==> src/lcd_pkg.sv <==
package lcd_pkg;

  // Configuration offsets
  localparam logic [7:0] OFS_SETUP_PRI  = 8'h50;
  localparam logic [7:0] OFS_SETUP_SEC  = 8'h51;
  localparam logic [7:0] OFS_BIOS_CTL   = 8'h52;
  localparam logic [7:0] OFS_PERF       = 8'h53;
  localparam logic [7:0] OFS_WIN1_LO    = 8'h54;
  localparam logic [7:0] OFS_WIN1_HI    = 8'h55;
  localparam logic [7:0] OFS_WIN2_LO    = 8'h56;
  localparam logic [7:0] OFS_WIN2_HI    = 8'h57;
  localparam logic [7:0] OFS_MAP_LO     = 8'h58;
  localparam logic [7:0] OFS_MAP_HI     = 8'h59;

  // Reset values
  localparam logic [7:0]  RST_SETUP_PRI = 8'h20;
  localparam logic [7:0]  RST_SETUP_SEC = 8'h00;
  localparam logic [7:0]  RST_BIOS_CTL  = 8'h02;
  localparam logic [7:0]  RST_PERF      = 8'h00;
  localparam logic [15:0] RST_WIN       = 16'h0000;
  localparam logic [7:0]  RST_MAP_LO    = 8'h40;
  localparam logic [7:0]  RST_MAP_HI    = 8'h05;

  // Writable bit masks, other bits read zero
  localparam logic [7:0] WM_SETUP_PRI   = 8'hFB;
  localparam logic [7:0] WM_SETUP_SEC   = 8'h2B;
  localparam logic [7:0] WM_BIOS_CTL    = 8'hF7;
  localparam logic [7:0] WM_PERF        = 8'hF8;
  localparam logic [7:0] WM_MAP_LO      = 8'hEE;
  localparam logic [7:0] WM_MAP_HI      = 8'hE7;

  // Field positions
  localparam int MODE_LSB   = 6;
  localparam int TAG_LSB    = 3;
  localparam int SRAM_LSB   = 0;
  localparam int BUS_BACKOFF_REQUEST_BIT   = 5;
  localparam int BANKS_BIT  = 3;
  localparam int SIZE_LSB   = 0;
  localparam int WPC_BIT    = 7;
  localparam int WPD_BIT    = 6;
  localparam int WPE_BIT    = 5;
  localparam int WPF_BIT    = 4;
  localparam int FILL_BIT   = 2;
  localparam int WPOL_BIT   = 0;
  localparam int RAW_BIT    = 7;
  localparam int CACHE_READ_PIPELINING_BIT   = 6;
  localparam int CACHE_WRITE_PIPELINING_BIT   = 5;
  localparam int DPC_BIT    = 4;
  localparam int PEER_BIT   = 3;
  localparam int WSIZE_LSB  = 8;
  localparam int MAPA_LSB   = 5;
  localparam int MAPB_LSB   = 1;
  localparam int LAST_LSB   = 0;

  // Encodings
  localparam logic [1:0] MODE_OFF    = 2'h0;
  localparam logic [1:0] MODE_INIT   = 2'h1;
  localparam logic [1:0] MODE_NORMAL = 2'h2;
  localparam logic [1:0] TAG_8_0     = 2'h0;
  localparam logic [1:0] TAG_7_1     = 2'h1;
  localparam logic [1:0] TAG_10_1    = 2'h2;
  localparam logic [1:0] TAG_9_1     = 2'h3;
  localparam logic [1:0] SRAM_NONE   = 2'h0;
  localparam logic [1:0] SRAM_BURST  = 2'h2;
  localparam logic [1:0] SRAM_PIPE   = 2'h3;
  localparam logic [2:0] MAP_MAX     = 3'h4;
  localparam logic [2:0] BANK_MAX    = 3'h5;
  localparam logic [3:0] COL_MIN     = 4'h8;
  localparam logic [11:0] SIZE_MIN_KB = 12'h100;
  localparam logic [1:0] LEAD_CLOCKS = 2'h3;
  localparam logic [1:0] SWITCH_CLOCKS = 2'h2;
  localparam logic [1:0] BURST_CLOCKS  = 2'h1;
  localparam logic [2:0] SWITCH_BEAT   = 3'h4;
  localparam int COL_LSB   = 3;
  localparam int PC_LINE   = 10;

  typedef struct packed {
    logic [7:0]  setup_pri;
    logic [7:0]  setup_sec;
    logic [7:0]  bios_ctl;
    logic [7:0]  perf;
    logic [15:0] win1;
    logic [15:0] win2;
    logic [7:0]  map_lo;
    logic [7:0]  map_hi;
    logic [7:0]  rdata;
    logic        l2_enabled;
    logic        l2_init;
    logic [3:0]  tag_bits;
    logic        tag_modify;
    logic        sram_present;
    logic        sram_pipelined;
    logic [11:0] size_kb;
    logic        allocate;
    logic        l2_write;
    logic        dram_write;
    logic        write_through;
    logic        burst_ready_strobe;
    logic        bus_backoff_request;
    logic        read_first;
    logic        na;
    logic        pci_grant;
    logic        bank_cacheable;
    logic        populated;
    logic [3:0]  col_bits;
    logic        sdram_64m;
    logic [13:0] ma;
    logic [1:0]  beat_clocks;
  } lcd_state_t;

endpackage

==> src/lcd_config.sv <==
`timescale 1ns/1ps
// Behaviour
// - Mode field: 00 off, 01 init fill, 10 normal, 11 reserved.
// - Tag field picks 8+0, 7+1, 10+1 or 9+1 tag layout.
// - SRAM type: 00 none, 01 reserved, 10 burst, 11 pipelined burst.
// - Forced fill stalls by withholding burst ready or asserting backoff.
// - Bank count; read hit 3-1-1-1, two banks add a clock at switch.
// - Size field 00..11 gives 256K, 512K, 1M, 2M; resets to 256K.
// - Bits 7..4 protect C, D, E, F BIOS segments; clear means uncached.
// - Protected segment reads allocate; writes skip L2, go to DRAM.
// - Forced fill allocates despite inactive cacheable pin, honours own regions.
// - Write policy bit: clear write-back, set write-through.
// - Read-around-write lets reads pass queued writes; else arrival order.
// - Three pipelining enables; next-address only on pipelined cycles.
// - Without peer concurrency PCI initiators get memory; with it they bypass.
// - Window base: bits 15-11 are A20..A16, bits 7-0 are A28..A21.
// - Window size 000 off, 001 64K doubling to 111 4M; base aligned.
// - EDO/FPM map type 000..100 gives 8..12 column bits per bank pair.
// - SDRAM map type top bit: 0 for 16-Mbit, 1 for 64-Mbit.
// - SDRAM bank select on line 11 two-bank, line 13 four-bank.
// - Precharge flag zero on page hit, one on miss or all-bank precharge.
// - Last populated bank field 000..101, default 101, 110-111 reserved.
// - Banks 0,1,5 cacheable; 2,3,4 uncached under 10+1 tag layout.
module lcd_config (
  // Clock and reset
  input  wire logic        sys_clk_in,
  input  wire logic        rst_in,
  // Configuration access
  input  wire logic [7:0]  cfg_addr_in,
  input  wire logic        cfg_wr_in,
  input  wire logic        cfg_rd_in,
  input  wire logic [7:0]  cfg_wdata_in,
  output logic      [7:0]  cfg_rdata_out,
  // Host cycle
  input  wire logic [31:0] hst_addr_in,
  input  wire logic        hst_read_in,
  input  wire logic        hst_write_in,
  input  wire logic        cpu_cacheable_in,
  input  wire logic [2:0]  bank_index_in,
  input  wire logic [2:0]  beat_in,
  input  wire logic        fill_active_in,
  input  wire logic        burst_ready_strobe_request_in,
  input  wire logic        wbuf_pending_in,
  input  wire logic        pipe_read_hit_in,
  input  wire logic        pipe_write_in,
  input  wire logic        pipe_dram_in,
  input  wire logic        pci_initiator_active_in,
  // DRAM addressing
  input  wire logic        sdram_bank_in,
  input  wire logic        sdram_four_bank_in,
  input  wire logic        column_phase_in,
  input  wire logic        page_hit_in,
  input  wire logic        all_bank_precharge_in,
  // Cache status
  output logic             l2_enabled_out,
  output logic             l2_init_out,
  output logic      [3:0]  tag_bits_out,
  output logic             tag_modify_out,
  output logic             sram_present_out,
  output logic             sram_pipelined_out,
  output logic      [11:0] l2_size_kb_out,
  output logic      [1:0]  beat_clocks_out,
  // Cycle decisions
  output logic             l2_allocate_out,
  output logic             l2_write_out,
  output logic             dram_write_out,
  output logic             write_through_out,
  output logic             read_first_out,
  output logic             pci_memory_grant_out,
  output logic             bank_cacheable_out,
  output logic             bank_populated_out,
  // Processor bus
  output logic             burst_ready_strobe_out,
  output logic             bus_backoff_request_out,
  output logic             next_address_request_out,
  // Memory address
  output logic      [3:0]  column_bits_out,
  output logic             sdram_64m_out,
  output logic      [13:0] memory_address_line_out
);

  lcd_pkg::lcd_state_t s_q;
  lcd_pkg::lcd_state_t s_d;

  logic [1:0]  mode;
  logic [1:0]  tag;
  logic        forced_fill;
  logic        in_c;
  logic        in_d;
  logic        in_e;
  logic        in_f;
  logic        seg_any;
  logic        seg_prot;
  logic        win1_hit;
  logic        win2_hit;
  logic [2:0]  map_type;
  logic [3:0]  col;
  logic [31:0] row_addr;
  logic [13:0] col_mask;

  function automatic logic win_match(input logic [15:0] w, input logic [31:0] a);
    logic [12:0] base;
    logic [12:0] mask;
    logic [2:0]  sz;
    base = {w[7:0], w[15:11]};
    sz   = w[10:8];
    mask = 13'h1FFF << (sz - 3'h1);
    win_match = (sz != 3'h0) && (a[31:29] == 3'h0) && (((a[28:16] ^ base) & mask) == 13'h0000);
  endfunction

  always_comb begin
    s_d = s_q;
    // Register writes
    if (cfg_wr_in) begin
      case (cfg_addr_in)
        lcd_pkg::OFS_SETUP_PRI: s_d.setup_pri = cfg_wdata_in & lcd_pkg::WM_SETUP_PRI;
        lcd_pkg::OFS_SETUP_SEC: s_d.setup_sec = cfg_wdata_in & lcd_pkg::WM_SETUP_SEC;
        lcd_pkg::OFS_BIOS_CTL:  s_d.bios_ctl  = cfg_wdata_in & lcd_pkg::WM_BIOS_CTL;
        lcd_pkg::OFS_PERF:      s_d.perf      = cfg_wdata_in & lcd_pkg::WM_PERF;
        lcd_pkg::OFS_WIN1_LO:   s_d.win1[7:0]  = cfg_wdata_in;
        lcd_pkg::OFS_WIN1_HI:   s_d.win1[15:8] = cfg_wdata_in;
        lcd_pkg::OFS_WIN2_LO:   s_d.win2[7:0]  = cfg_wdata_in;
        lcd_pkg::OFS_WIN2_HI:   s_d.win2[15:8] = cfg_wdata_in;
        lcd_pkg::OFS_MAP_LO:    s_d.map_lo    = cfg_wdata_in & lcd_pkg::WM_MAP_LO;
        lcd_pkg::OFS_MAP_HI:    s_d.map_hi    = cfg_wdata_in & lcd_pkg::WM_MAP_HI;
        default: ;
      endcase
    end
    // Register reads, unmapped offsets read zero
    if (cfg_rd_in) begin
      case (cfg_addr_in)
        lcd_pkg::OFS_SETUP_PRI: s_d.rdata = s_q.setup_pri;
        lcd_pkg::OFS_SETUP_SEC: s_d.rdata = s_q.setup_sec;
        lcd_pkg::OFS_BIOS_CTL:  s_d.rdata = s_q.bios_ctl;
        lcd_pkg::OFS_PERF:      s_d.rdata = s_q.perf;
        lcd_pkg::OFS_WIN1_LO:   s_d.rdata = s_q.win1[7:0];
        lcd_pkg::OFS_WIN1_HI:   s_d.rdata = s_q.win1[15:8];
        lcd_pkg::OFS_WIN2_LO:   s_d.rdata = s_q.win2[7:0];
        lcd_pkg::OFS_WIN2_HI:   s_d.rdata = s_q.win2[15:8];
        lcd_pkg::OFS_MAP_LO:    s_d.rdata = s_q.map_lo;
        lcd_pkg::OFS_MAP_HI:    s_d.rdata = s_q.map_hi;
        default:                s_d.rdata = 8'h00;
      endcase
    end

    mode        = s_q.setup_pri[lcd_pkg::MODE_LSB +: 2];
    tag         = s_q.setup_pri[lcd_pkg::TAG_LSB +: 2];
    forced_fill = s_q.bios_ctl[lcd_pkg::FILL_BIT];

    // Operating mode
    s_d.l2_enabled = (mode == lcd_pkg::MODE_NORMAL);
    s_d.l2_init    = (mode == lcd_pkg::MODE_INIT);

    // Tag layout
    case (tag)
      lcd_pkg::TAG_8_0:  s_d.tag_bits = 4'h8;
      lcd_pkg::TAG_7_1:  s_d.tag_bits = 4'h7;
      lcd_pkg::TAG_10_1: s_d.tag_bits = 4'hA;
      default:           s_d.tag_bits = 4'h9;
    endcase
    s_d.tag_modify = (tag != lcd_pkg::TAG_8_0);

    // SRAM type
    s_d.sram_present   = (s_q.setup_pri[lcd_pkg::SRAM_LSB +: 2] == lcd_pkg::SRAM_BURST) ||
                         (s_q.setup_pri[lcd_pkg::SRAM_LSB +: 2] == lcd_pkg::SRAM_PIPE);
    s_d.sram_pipelined = (s_q.setup_pri[lcd_pkg::SRAM_LSB +: 2] == lcd_pkg::SRAM_PIPE);

    // Size and burst timing
    s_d.size_kb = lcd_pkg::SIZE_MIN_KB << s_q.setup_sec[lcd_pkg::SIZE_LSB +: 2];
    if (beat_in == 3'h0) begin
      s_d.beat_clocks = lcd_pkg::LEAD_CLOCKS;
    end else if (s_q.setup_sec[lcd_pkg::BANKS_BIT] && beat_in == lcd_pkg::SWITCH_BEAT) begin
      s_d.beat_clocks = lcd_pkg::SWITCH_CLOCKS;
    end else begin
      s_d.beat_clocks = lcd_pkg::BURST_CLOCKS;
    end

    // BIOS segments
    in_c     = (hst_addr_in[31:15] == 17'h00018);
    in_d     = (hst_addr_in[31:16] == 16'h000D);
    in_e     = (hst_addr_in[31:16] == 16'h000E);
    in_f     = (hst_addr_in[31:16] == 16'h000F);
    seg_any  = in_c || in_d || in_e || in_f;
    seg_prot = (in_c && s_q.bios_ctl[lcd_pkg::WPC_BIT]) || (in_d && s_q.bios_ctl[lcd_pkg::WPD_BIT]) ||
               (in_e && s_q.bios_ctl[lcd_pkg::WPE_BIT]) || (in_f && s_q.bios_ctl[lcd_pkg::WPF_BIT]);

    // Uncached windows
    win1_hit = win_match(s_q.win1, hst_addr_in);
    win2_hit = win_match(s_q.win2, hst_addr_in);

    // Bank properties
    s_d.bank_cacheable = !((bank_index_in == 3'h2 || bank_index_in == 3'h3 || bank_index_in == 3'h4) &&
                           tag == lcd_pkg::TAG_10_1);
    s_d.populated = (s_q.map_hi[lcd_pkg::LAST_LSB +: 3] <= lcd_pkg::BANK_MAX) &&
                    (bank_index_in <= s_q.map_hi[lcd_pkg::LAST_LSB +: 3]);

    // Allocation and writes
    s_d.allocate = s_d.l2_enabled && s_d.sram_present && hst_read_in &&
                   (cpu_cacheable_in || forced_fill) &&
                   !win1_hit && !win2_hit &&
                   (!seg_any || seg_prot) &&
                   s_d.bank_cacheable && s_d.populated;
    s_d.write_through = s_q.bios_ctl[lcd_pkg::WPOL_BIT];
    s_d.l2_write   = (s_d.l2_enabled || s_d.l2_init) && s_d.sram_present && hst_write_in &&
                     !seg_prot && !win1_hit && !win2_hit && !(seg_any && !seg_prot);
    s_d.dram_write = hst_write_in && (seg_prot || s_d.write_through || !s_d.l2_write);

    // Forced fill stall
    if (fill_active_in && forced_fill && s_d.l2_enabled) begin
      s_d.burst_ready_strobe = s_q.setup_sec[lcd_pkg::BUS_BACKOFF_REQUEST_BIT] && burst_ready_strobe_request_in;
      s_d.bus_backoff_request = s_q.setup_sec[lcd_pkg::BUS_BACKOFF_REQUEST_BIT];
    end else begin
      s_d.burst_ready_strobe = burst_ready_strobe_request_in;
      s_d.bus_backoff_request = 1'b0;
    end

    // Ordering, pipelining and PCI
    s_d.read_first = s_q.perf[lcd_pkg::RAW_BIT] && hst_read_in && wbuf_pending_in;
    s_d.na = (pipe_read_hit_in && s_q.perf[lcd_pkg::CACHE_READ_PIPELINING_BIT]) ||
             (pipe_write_in && s_q.perf[lcd_pkg::CACHE_WRITE_PIPELINING_BIT]) ||
             (pipe_dram_in && s_q.perf[lcd_pkg::DPC_BIT]);
    s_d.pci_grant = pci_initiator_active_in && !s_q.perf[lcd_pkg::PEER_BIT];

    // Map type of the addressed bank pair
    case (bank_index_in[2:1])
      2'h0:    map_type = s_q.map_lo[lcd_pkg::MAPA_LSB +: 3];
      2'h1:    map_type = s_q.map_lo[lcd_pkg::MAPB_LSB +: 3];
      default: map_type = s_q.map_hi[lcd_pkg::MAPA_LSB +: 3];
    endcase
    s_d.sdram_64m = map_type[2];
    if (sdram_bank_in) begin
      col = lcd_pkg::COL_MIN + {3'h0, map_type[2]};
    end else if (map_type <= lcd_pkg::MAP_MAX) begin
      col = lcd_pkg::COL_MIN + {1'b0, map_type};
    end else begin
      col = lcd_pkg::COL_MIN;
    end
    s_d.col_bits = col;

    // Row and column address
    col_mask = 14'h3FFF >> (4'hE - col);
    row_addr = hst_addr_in >> (lcd_pkg::COL_LSB + int'(col));
    if (column_phase_in) begin
      s_d.ma = hst_addr_in[lcd_pkg::COL_LSB +: 14] & col_mask;
    end else begin
      s_d.ma = row_addr[13:0];
    end
    if (sdram_bank_in) begin
      if (column_phase_in) begin
        s_d.ma[lcd_pkg::PC_LINE] = !page_hit_in || all_bank_precharge_in;
      end
      if (sdram_four_bank_in) begin
        s_d.ma[13] = hst_addr_in[13];
      end else begin
        s_d.ma[11] = hst_addr_in[11];
      end
    end

    if (rst_in) begin
      s_d = '0;
      s_d.setup_pri = lcd_pkg::RST_SETUP_PRI;
      s_d.setup_sec = lcd_pkg::RST_SETUP_SEC;
      s_d.bios_ctl  = lcd_pkg::RST_BIOS_CTL;
      s_d.perf      = lcd_pkg::RST_PERF;
      s_d.win1      = lcd_pkg::RST_WIN;
      s_d.win2      = lcd_pkg::RST_WIN;
      s_d.map_lo    = lcd_pkg::RST_MAP_LO;
      s_d.map_hi    = lcd_pkg::RST_MAP_HI;
    end
  end

  always_ff @(posedge sys_clk_in) begin
    s_q <= s_d;
  end

  assign cfg_rdata_out            = s_q.rdata;
  assign l2_enabled_out           = s_q.l2_enabled;
  assign l2_init_out              = s_q.l2_init;
  assign tag_bits_out             = s_q.tag_bits;
  assign tag_modify_out           = s_q.tag_modify;
  assign sram_present_out         = s_q.sram_present;
  assign sram_pipelined_out       = s_q.sram_pipelined;
  assign l2_size_kb_out           = s_q.size_kb;
  assign beat_clocks_out          = s_q.beat_clocks;
  assign l2_allocate_out          = s_q.allocate;
  assign l2_write_out             = s_q.l2_write;
  assign dram_write_out           = s_q.dram_write;
  assign write_through_out        = s_q.write_through;
  assign read_first_out           = s_q.read_first;
  assign pci_memory_grant_out     = s_q.pci_grant;
  assign bank_cacheable_out       = s_q.bank_cacheable;
  assign bank_populated_out       = s_q.populated;
  assign burst_ready_strobe_out   = s_q.burst_ready_strobe;
  assign bus_backoff_request_out  = s_q.bus_backoff_request;
  assign next_address_request_out = s_q.na;
  assign column_bits_out          = s_q.col_bits;
  assign sdram_64m_out            = s_q.sdram_64m;
  assign memory_address_line_out  = s_q.ma;
endmodule

==> config.mk <==
export PLATFORM = sky130hd
export DESIGN_NAME = lcd_config
export DESIGN_NICKNAME = d
export VERILOG_FILES = /design/src/lcd_pkg.sv /design/src/lcd_config.sv
export SDC_FILE = /design/constraint.sdc
export NUM_CORES = 1
export LEC_CHECK = 0
export ABC_AREA = 0
export BUFFER_PORTS_ARGS = -buffer_cell sky130_fd_sc_hd__clkbuf_2
export CAP_MARGIN = 0
export CORE_MARGIN = 3
export CORE_UTILIZATION = 30
export DETAILED_ROUTE_END_ITERATION = 7
export PLACE_DENSITY = 0.61
export SLEW_MARGIN = 0
export SYNTH_ARGS = -nofsm -noshare
export SYNTH_HDL_FRONTEND = slang
export SYNTH_SLANG_ARGS = --single-unit
==> constraint.sdc <==
create_clock -name sys_clk_in -period 3.3 [get_ports sys_clk_in]
set_clock_uncertainty 0.15 [all_clocks]
set_input_delay 0.165 -clock sys_clk_in [delete_from_list [all_inputs] [get_ports sys_clk_in]]
set_output_delay 0.165 -clock sys_clk_in [all_outputs]
set_load 0.01 [all_outputs]
==> impl_results.md, run 1 <==
- Status: finished, final reports clean
- Die Footprint: 24000 µm²
- Ant. Diodes: 0
- Antenna-violating nets left: 0
- Hold Vio Cnt, Final: 0
- Unrepaired setup endpoints after global routing: false
- Period utilisation layout: 0.955
- Relative slew slack: 0.536
- Compound-Gate Fraction of Synth Area: 0.147
- Initial antenna violation count: 0
- First DRT Iteration DRCs: 585
- Final slew viol count: 0
- Worst-Margin Slew: 693 ps
- Async S/R FF share, synth: 0
- Synth Area in Adders: 0.0375
- Required @ worst endpoint: 3450 ps
- Row count: 53
- Commonest register cell after synthesis: dfxtp_1
- Max Cap Violations: 0
- M1 WL: 8850 µm
- Layout cells sized above 1: 0.235
- Die Y: 155 µm
- Total GRT Usage: 0.167
- Highest clock rate: 317 MHz
- Vias in the first global route: 5727
- Ranking of synthesized cells by area: dfxtp_1 36%, mux2i_1 11%, nor2_1 5.1%
- Via/cell ratio: 5.06
- GPL Wtd Cong: 0.894
- Reg2Reg Setup Slack: 150 ps
- Arrival @ worst endpoint: 3310 ps
- Core box area: 21400 µm²
- TNS Setup: 0 ps
- Crit Path Max Fanout: 17
- CTS tree: yes
- Min-delay worst type: in -> reg
- Hpwl dp: 14800 µm
- Syn. warnings: 0
- Latest clock arrival within the worst-skew pair: 430 ps
- Met3 WL: 1200 µm
- Area leader, netlist: dfxtp_1
- Final setup viols: 0
- Post-Route WL: 20600 µm
- Cell Area, Synth: 6670 µm²
- Register area share after synthesis: 0.360
- Routed met2 length: 10100 µm
- Post-synthesis cell count: 753
- Nets: 955
- Kind of critical path: reg -> reg
- DR top layer: met4
- Largest family of logic cells by synthesized area: multiplexers
- Layout area overhead: 24.2%
- Dpl cells: 1084
- Number of synthesized flops with an enable pin: 0
- Vias after detailed routing: 5824
- Final cell count without fillers: 1150
- PwrDens: 481 nW/µm²
- # clock sinks: 120
- Die Wd: 155 µm
- DRC: 0
- Worst setup SP type: flop
- CTS root buf: clkbuf_16
- Tmin final: 3150 ps
- Leakage dissipation: 3.49 nW
- Port buffer count: 122
- Mean routed wirelength per cell: 17.9 µm
- Synth unique cells: 64
- Syn avg cell area: 8.85 µm²
- Xor and xnor area share after synthesis: 0.0368
- Total grt overflow: 0
- I/O pin cnt: 134
- Clk slew on worst S/H paths: 60 ps
- H-Tree Depth: 4
- Peak VDD IR: 0.335 mV
- First-pass GRT wire length: 31600 µm
- CP Capture Type: flop
- Share of the synthesized area in the top cell type: 0.360
- Clock buffer depth: 2
- Largest net degree at the start of global routing: 62
- Yosys reg bits: 120
- Synth Area in Simple Gates: 0.152
- Inserted Clock Buffers: 17
- Mux cell area share after synthesis: 0.167
- First-pass iteration count of the detailed router: 6
- Initial core utilization: 0.311
-- what timing repair did --
item,CTS,global route
setup buffers,0,0
resized for setup,0,2
hold buffers,34,0
endpoints found under the setup margin,0,1
hold endpoints to repair,51,0
-- power breakdown --
group,leakage [nW],switching (mW),internal [mW]
combinational,2.20,0.196,0.136
clock,0.321,0.730,1.45
sequential,0.973,0.00713,1.47
total,3.49,0.934,3.05
-- placed cells by master (no fill, tap or decap), types with 16 or more instances in the layout --
master         instances
mux2i_1               75
a21oi_1               46
xor2_1                18
inv_1                 25
dlygate4sd3_1         34
nor2_1                90
dfxtp_1              120
mux2_2                16
o21ai_0               40
buf_4                 22
clkbuf_16             17
clkbuf_2             121
nand2_1               39
ha_1                  20
-- synth_stat cells, types with 6 or more instances --
| cell | count |
|---|---|
| o21ai_0 | 40 |
| inv_1 | 25 |
| mux2_2 | 16 |
| clkbuf_1 | 41 |
| ha_1 | 20 |
| nand2b_1 | 8 |
| nor3_1 | 10 |
| dfxtp_1 | 120 |
| nand3_1 | 13 |
| nor2_1 | 90 |
| a221oi_1 | 7 |
| nand2_1 | 39 |
| nor3b_1 | 6 |
| nor2b_1 | 13 |
| buf_4 | 44 |
| nor4_1 | 7 |
| xor2_1 | 18 |
| a22oi_1 | 11 |
| a21oi_1 | 46 |
| mux2i_1 | 75 |
| xnor2_1 | 10 |
-- per-stage QoR --
step	instance area, µm²	util	hold slack, ps	setup slack, ps	total power [mW]
after floorplan	6690	-	95.9	410	1.71
after global placement	7250	0.338	230	388	1.81
after detailed placement	7250	0.338	233	379	1.81
after CTS	8270	0.386	0.491	20.6	4.01
after global routing	8280	0.386	24.1	49.5	4.10
final	8280	0.386	6.99	147	3.98
-- sequential cells by signal (all words and copies together), names as in the netlist, 2 cells and up --
| register | flops |
|---|---|
| memory_address_line_out | 14 |
| tag_bits_out | 4 |
| column_bits_out | 4 |
| l2_size_kb_out | 4 |
| s_q | 64 |
| cfg_rdata_out | 8 |
| mode | 2 |
| beat_clocks_out | 2 |
-- critical path, cell delays in order (launching register included) --
cell	delay, ps
dfxtp_1	340
or4b_2	670
o211a_2	230
mux2i_4	170
buf_4	260
mux2_2	380
nor4_2	170
a2111oi_2	70
dlygate4sd3_1	580
-- layer usage --
| metal | vias up | track usage |
|---|---|---|
| met1 | 2802 | 0.212 |
| met3 | 32 | 0.0384 |
| met4 | 0 | 0.0563 |
| met2 | 169 | 0.280 |
| li1 | 2821 | - |
| met5 | - | 0 |
-- path summary, 6_finish.rpt --
| path | start | end | depth (start not counted) |
|---|---|---|---|
| setup / recovery | s_q[76]$_SDFFE_PP0P_ | memory_address_line_out[5]$_SDFF_PP0_ | 8 |
| hold / removal | page_hit_in | memory_address_line_out[10]$_SDFF_PP0_ | 4 |
| setup reg to reg | s_q[76]$_SDFFE_PP0P_ | memory_address_line_out[5]$_SDFF_PP0_ | 8 |
| hold reg to reg | cfg_rdata_out[2]$_SDFFE_PP0P_ | cfg_rdata_out[2]$_SDFFE_PP0P_ | 2 |
-- layout make-up --
type | count | area, µm²
Clock inverter | 13 | 238
Multi-Input combinational cell | 520 | 3640
Inverter | 26 | 97.6
Timing Repair Buffer | 177 | 1110
Tap cell | 275 | 344
Sequential cell | 120 | 2400
Clock buffer | 19 | 443
Fill cell | 2144 | 13100
-- kinds of logic after synthesis --
group / count (synthesis)
compound gates: 152
xor+xnor: 28
fa+ha+maj: 20
buf+inv: 120
flops: 120
mux: 100
other cells: 1
simple gates: 212
Power figures use the tool's default switching activity.
==> run 2: changes to the inputs <==
PLACE_DENSITY = 0.47   (was 0.61)
==> impl_results.md, run 2 (synthesized netlist as in run 1, its figures left out) <==
- Clk slew on worst S/H paths: 60 ps (about the same)
- Kind of critical path: reg -> reg
- Mean routed wirelength per cell: 18.7 µm (+4.1%)
- Reg2Reg Setup Slack: 310 ps (+160 ps)
- Total GRT Usage: 0.180 (+0.0125)
- Reg2reg start: s_q[76]$_SDFFE_PP0P_
- Final worst setup slack: 308 ps (+161 ps)
- Max Cap Violations: 0 (unchanged)
- Port buffer count: 122 (unchanged)
- Min-delay worst type: in -> reg
- Layout cells sized above 1: 0.234 (-0.00168)
- Die Wd: 155 µm (unchanged)
- GPL Wtd Cong: 0.843 (-5.7%)
- Hold_sp: cfg_rd_in
- Vias in the first global route: 5635 (-1.6%)
- Highest clock rate: 334 MHz (+5.4%)
- Stages on worst setup path: 11 (+3)
- CTS tree: yes
- Final slew viol count: 0 (unchanged)
- Total power: 3.90 mW (-2.0%)
- Hold Vio Cnt, Final: 0 (unchanged)
- First DRT Iteration DRCs: 327 (-44%)
- R2R Path End: memory_address_line_out[13]$_SDFF_PP0_
- Cell with the largest stage delay on the worst path: or4b_2
- Relative slew slack: 0.592 (+0.0557)
- Arrival @ worst endpoint: 3210 ps (-100 ps)
- Combinational Power Share: 0.086 (+0.003)
- Most frequent cells in the layout: 121 x clkbuf_2, 120 x dfxtp_1, 90 x nor2_1, 75 x mux2i_1, 46 x a21oi_1
- Commonest non-fill, non-tap cell in the layout: clkbuf_2
- Tmin final: 2990 ps (-161 ps)
- Inserted Clock Buffers: 17 (unchanged)
- Hold Slack: 15.1 ps (+8.10 ps)
- Row count: 53 (unchanged)
- Period utilisation layout: 0.907 (-0.0488)
- Ant. Diodes: 0 (unchanged)
- Cell area after layout: 8260 µm² (-0.21%)
- PwrDens: 473 nW/µm² (-1.8%)
- Largest net degree at the start of global routing: 46 (-26%)
- Status: finished, final reports clean
- Layout area overhead: 23.9%
- Register-to-Register Path Depth: 11 (+3)
- Util after Layout: 0.386 (-0.000817)
- Die Footprint: 24000 µm² (unchanged)
- CTS root buf: clkbuf_16
- Peak VDD IR: 0.261 mV (-22%)
- DRC: 0 (unchanged)
- Hold Path Sink: cfg_rdata_out[3]$_SDFFE_PP0P_
- Worst-path cell chain: or4b_2, o211a_1, mux2i_4, ha_1, inv_1, ha_1, inv_1, nand4_1, a211oi_1, a21oi_1, nand2_1
- TNS Setup: 0 ps (unchanged)
- I/O pin cnt: 134 (unchanged)
- Post-DP Area: 7260 µm² (+0.21%)
- Required @ worst endpoint: 3510 ps (+60 ps)
- Buf+Inv Stages, Crit Path: 2 (unchanged)
- Filler cell count: 2173 (+1.4%)
- Leakage dissipation: 3.50 nW (+0.20%)
- Setup Buffers After CTS: 0 (unchanged)
- Seq pwr share: 0.378 (+0.007)
- Total grt overflow: 0 (unchanged)
- Latest clock arrival within the worst-skew pair: 420 ps (about the same)
- Clock buffer depth: 2 (unchanged)
- Clk network pwr share: 0.536 (-0.010)
- Cell family with most CP delay: simple AND/OR/NAND/NOR gates
- Switching power: 0.916 mW (-2.0%)
- Die Y: 155 µm (unchanged)
- # clock sinks: 120 (unchanged)
- Final cell count without fillers: 1152 (+0.17%)
- Core box area: 21400 µm² (unchanged)
- Initial core utilization: 0.311 (unchanged)
- Hpwl dp: 15800 µm (+6.5%)
- Dpl cells: 1086 (+0.18%)
- Vias after detailed routing: 5726 (-1.7%)
- CP Capture Type: flop
- Worst-Margin Slew: 610 ps (-83.3 ps)
- Most flops, register: s_q
- Pint: 2.99 mW (-2.1%)
- Crit Path Max Fanout: 8 (-9)
- Post-Route WL: 21500 µm (+4.3%)
- Pre-CTS setup slack: 315 ps (-64.3 ps)
- Nets: 957 (+0.21%)
- Antenna-violating nets left: 0 (unchanged)
- First-pass iteration count of the detailed router: 5 (-1)
- Worst setup SP type: flop
- Max FFs per register: 64 (unchanged)
- Hold path cells: 3 (-1)
- Switch share: 0.235 (about the same)
- Initial antenna violation count: 0 (unchanged)
- CP peak stage delay: 670 ps (about the same)
- H-Tree Depth: 4 (unchanged)
- First-pass GRT wire length: 33300 µm (+5.3%)
- Via/cell ratio: 4.97 (-1.9%)
- Final setup viols: 0 (unchanged)
- Unrepaired setup endpoints after global routing: false
[run 2: changes by cell type in the layout (fill, tap and decap cells not counted)]
cell,before,now
nor4_1,6,7
clkinv_4,0,2
nor4_2,1,0
clkinv_2,0,2
buf_4,22,24
clkbuf_1,1,2
bufinv_16,6,5
clkinvlp_4,3,1
o211a_2,1,0
clkbuf_8,1,2
o211a_1,1,2
inv_6,4,1
[run 2: tightest hold or removal path, delay by kind of cell]
family	cells	cell delay [ps]
simple gates	1	130
compound gates	1	50
buf+inv	1	190
[run 2: repair_timing]
item,CTS,global route
gates resized for setup,0,0
hold buffers,34,0
hold endpoints to repair,49,0
[run 2: cell type report]
type | count | area (µm²) | share of cell area
Multi-Input combinational cell | 520 | 3630 | 0.440
Sequential cell | 120 | 2400 | 0.291
Timing Repair Buffer | 179 | 1130 | 0.136
Clock buffer | 21 | 460 | 0.0558
Tap cell | 275 | 344 | 0.0417
Clock inverter | 11 | 194 | 0.0235
Inverter | 26 | 97.6 | 0.0118
[run 2: worst max-delay path by stage]
stage                              start                                      to
global placement    s_q[76]$_SDFFE_PP0P_  memory_address_line_out[13]$_SDFF_PP0_
detailed placement  s_q[76]$_SDFFE_PP0P_  memory_address_line_out[13]$_SDFF_PP0_
floorplan           s_q[76]$_SDFFE_PP0P_  memory_address_line_out[13]$_SDFF_PP0_
global route        s_q[76]$_SDFFE_PP0P_  memory_address_line_out[13]$_SDFF_PP0_
CTS                 s_q[76]$_SDFFE_PP0P_  memory_address_line_out[13]$_SDFF_PP0_
finish              s_q[76]$_SDFFE_PP0P_  memory_address_line_out[13]$_SDFF_PP0_
[run 2: power groups by stage]
stage	clock [mW]	combinational, mW	sequential (mW)
6_report	2.09	0.334	1.48
5_1_grt	2.20	0.365	1.48
4_1_cts	2.12	0.336	1.48
3_5_place_dp	0	0.306	1.51
3_3_place_gp	0	0.308	1.51
2_1_floorplan	0	0.198	1.51
[run 2: routing by layer]
metal / track usage / vias up / wire length [µm]
met5: 0 / - / 0
met2: 0.274 / 156 / 9670
met1: 0.259 / 2719 / 10400
li1: - / 2830 / -
met4: 0.0412 / 0 / 217
met3: 0.0392 / 21 / 1200
==> run 3: changes to the inputs <==
PLACE_DENSITY = default   (was 0.47)
==> impl_results.md, run 3 (synthesized netlist as in run 1, its figures left out) <==
- Status: complete, but fails checks
- Failing checks: hold timing
- TNS Setup: 0 ps (unchanged)
- Final cell count without fillers: 1151 (-0.087%)
- Arrival @ worst endpoint: 3290 ps (+80 ps)
- Latest clock arrival within the worst-skew pair: 420 ps (about the same)
- Worst-path cell chain: or4b_2, o211a_1, mux2i_4, buf_4, mux2_2, nor4_1, a2111oi_2, dlygate4sd3_1
- Leakage dissipation: 3.45 nW (-1.6%)
- Row count: 53 (unchanged)
- Initial antenna violation count: 0 (unchanged)
- Die Footprint: 24000 µm² (unchanged)
- Required @ worst endpoint: 3460 ps (-50 ps)
- Clk slew on worst S/H paths: 60 ps (about the same)
- DR top layer: met4
- Min-delay worst type: in -> reg
- Buf+Inv Stages, Crit Path: 2 (unchanged)
- Register-to-Register Path Depth: 8 (-3)
- Final slew viol count: 0 (unchanged)
- Dpl cells: 1085 (-0.092%)
- Period utilisation layout: 0.950 (+0.0430)
- First-pass GRT wire length: 32300 µm (-3.1%)
- Worst-Margin Slew: 649 ps (+39.3 ps)
- Crit Path Max Fanout: 17 (+9)
- First DRT Iteration DRCs: 452 (+38%)
- Die Wd: 155 µm (unchanged)
- I/O pin cnt: 134 (unchanged)
- Most frequent cells in the layout: 121 x clkbuf_2, 120 x dfxtp_1, 90 x nor2_1, 75 x mux2i_1, 46 x a21oi_1
- Post-Route WL: 20400 µm (-4.9%)
- H-Tree Depth: 4 (unchanged)
- Total grt overflow: 0 (unchanged)
- Cell family with most CP delay: simple AND/OR/NAND/NOR gates
- Layout area overhead: 22.4%
- Vias in the first global route: 5760 (+2.2%)
- Via/cell ratio: 5.11 (+2.8%)
- Most flops, register: s_q
- CP startpoint: s_q[76]$_SDFFE_PP0P_
- Commonest non-fill, non-tap cell in the layout: clkbuf_2
- Layout cells sized above 1: 0.234 (+0.000267)
- Max FFs per register: 64 (unchanged)
- CTS tree: yes
- Final worst setup slack: 166 ps (-142 ps)
- Ant. Diodes: 0 (unchanged)
- Cell with the largest stage delay on the worst path: or4b_2
- Die Y: 155 µm (unchanged)
- Met3 WL: 1480 µm (+23%)
- Worst setup SP type: flop
- Hold Slack: -1.43 ps (-16.5 ps)
- Reg2reg start: s_q[76]$_SDFFE_PP0P_
- Stages on worst setup path: 8 (-3)
- Clock buffer depth: 2 (unchanged)
- Inserted Clock Buffers: 17 (unchanged)
- Post-CTS resize count: 0 (unchanged)
- Vias after detailed routing: 5879 (+2.7%)
- Hpwl dp: 14700 µm (-6.8%)
- Hold path cells: 3 (unchanged)
- Kind of critical path: reg -> reg
- CP Capture Type: flop
- Total GRT Usage: 0.171 (-0.00884)
- Initial core utilization: 0.311 (unchanged)
- Unrepaired setup endpoints after global routing: false
- # clock sinks: 120 (unchanged)
- Largest net degree at the start of global routing: 53 (+15%)
- Relative slew slack: 0.566 (-0.0263)
- GPL Wtd Cong: 0.883 (+4.7%)
- Util after Layout: 0.381 (-0.00462)
- Antenna-violating nets left: 0 (unchanged)
- Max Cap Violations: 0 (unchanged)
- Nets: 956 (-0.10%)
- Highest clock rate: 319 MHz (-4.5%)
- First-pass iteration count of the detailed router: 5 (unchanged)
- Setup Buffers After CTS: 0 (unchanged)
- Tmin final: 3130 ps (+142 ps)
- Core box area: 21400 µm² (unchanged)
- Hold_sp: cfg_rd_in
- Hold Vio Cnt, Final: 1 (+1)
- Hold_buf cts: 34 (unchanged)
- PwrDens: 440 nW/µm² (-6.9%)
- Cell area after layout: 8160 µm² (-1.2%)
- M1 WL: 8880 µm (-15%)
- CP peak stage delay: 660 ps (about the same)
- Pre-CTS setup slack: 395 ps (+79.7 ps)
- Final setup viols: 0 (unchanged)
- Peak VDD IR: 0.296 mV (+14%)
- Mean routed wirelength per cell: 17.8 µm (-4.9%)
- DRC: 0 (unchanged)
- Post-DP Area: 7260 µm² (-0.10%)
- Port buffer count: 122 (unchanged)
- CTS root buf: clkbuf_16
- Routed met2 length: 9550 µm (-1.2%)
run 3: cell count changes in the layout (fill, tap and decap cells not counted):
| cell | change |
|---|---|
| inv_6 | +3 |
| clkinv_2 | +1 |
| clkbuf_1 | -1 |
| bufinv_16 | -4 |
| clkinvlp_4 | +2 |
| clkbuf_8 | -1 |
| buf_4 | -1 |
run 3: area by class of cell:
class	count	area, µm²
multi-input cells	520	3630
clock inverters	13	120
fillers	2171	13300
inverters	26	97.6
flip-flops and latches	120	2400
repair buffers	178	1120
well taps	275	344
clock buffers	19	443
run 3: where the power goes:
part / internal, mW / switching [mW]
logic: 0.136 / 0.196
clock network: 1.06 / 0.722
registers: 1.47 / 0.00659
run 3: worst paths after layout:
path / endpoint / slack (ps)
setup / recovery: memory_address_line_out[5]$_SDFF_PP0_ / 170
hold reg to reg: pci_memory_grant_out$_SDFF_PP0_ / 310
setup reg to reg: memory_address_line_out[5]$_SDFF_PP0_ / 170
hold / removal: cfg_rdata_out[2]$_SDFFE_PP0P_ / -1
run 3: per-stage QoR:
| stage | power [mW] | hold WS [ps] |
|---|---|---|
| after global placement | 1.81 | 235 |
| after floorplan | 1.71 | 95.9 |
| after global routing | 3.72 | 29.7 |
| final | 3.59 | -1.43 |
| after CTS | 3.63 | 1.77 |
| after detailed placement | 1.81 | 234 |
run 3: metal layers:
metal,up-vias,track usage
met4,0,0.0656
met5,-,0
li1,2831,-
met1,2802,0.223
met2,205,0.271
met3,41,0.0437
run 3: worst register-to-register path: stages, from the launching register on:
cell           delay [ps]
dfxtp_1               330
or4b_2                660
o211a_1               170
mux2i_4               160
buf_4                 270
mux2_2                380
nor4_1                260
a2111oi_2              80
dlygate4sd3_1         580
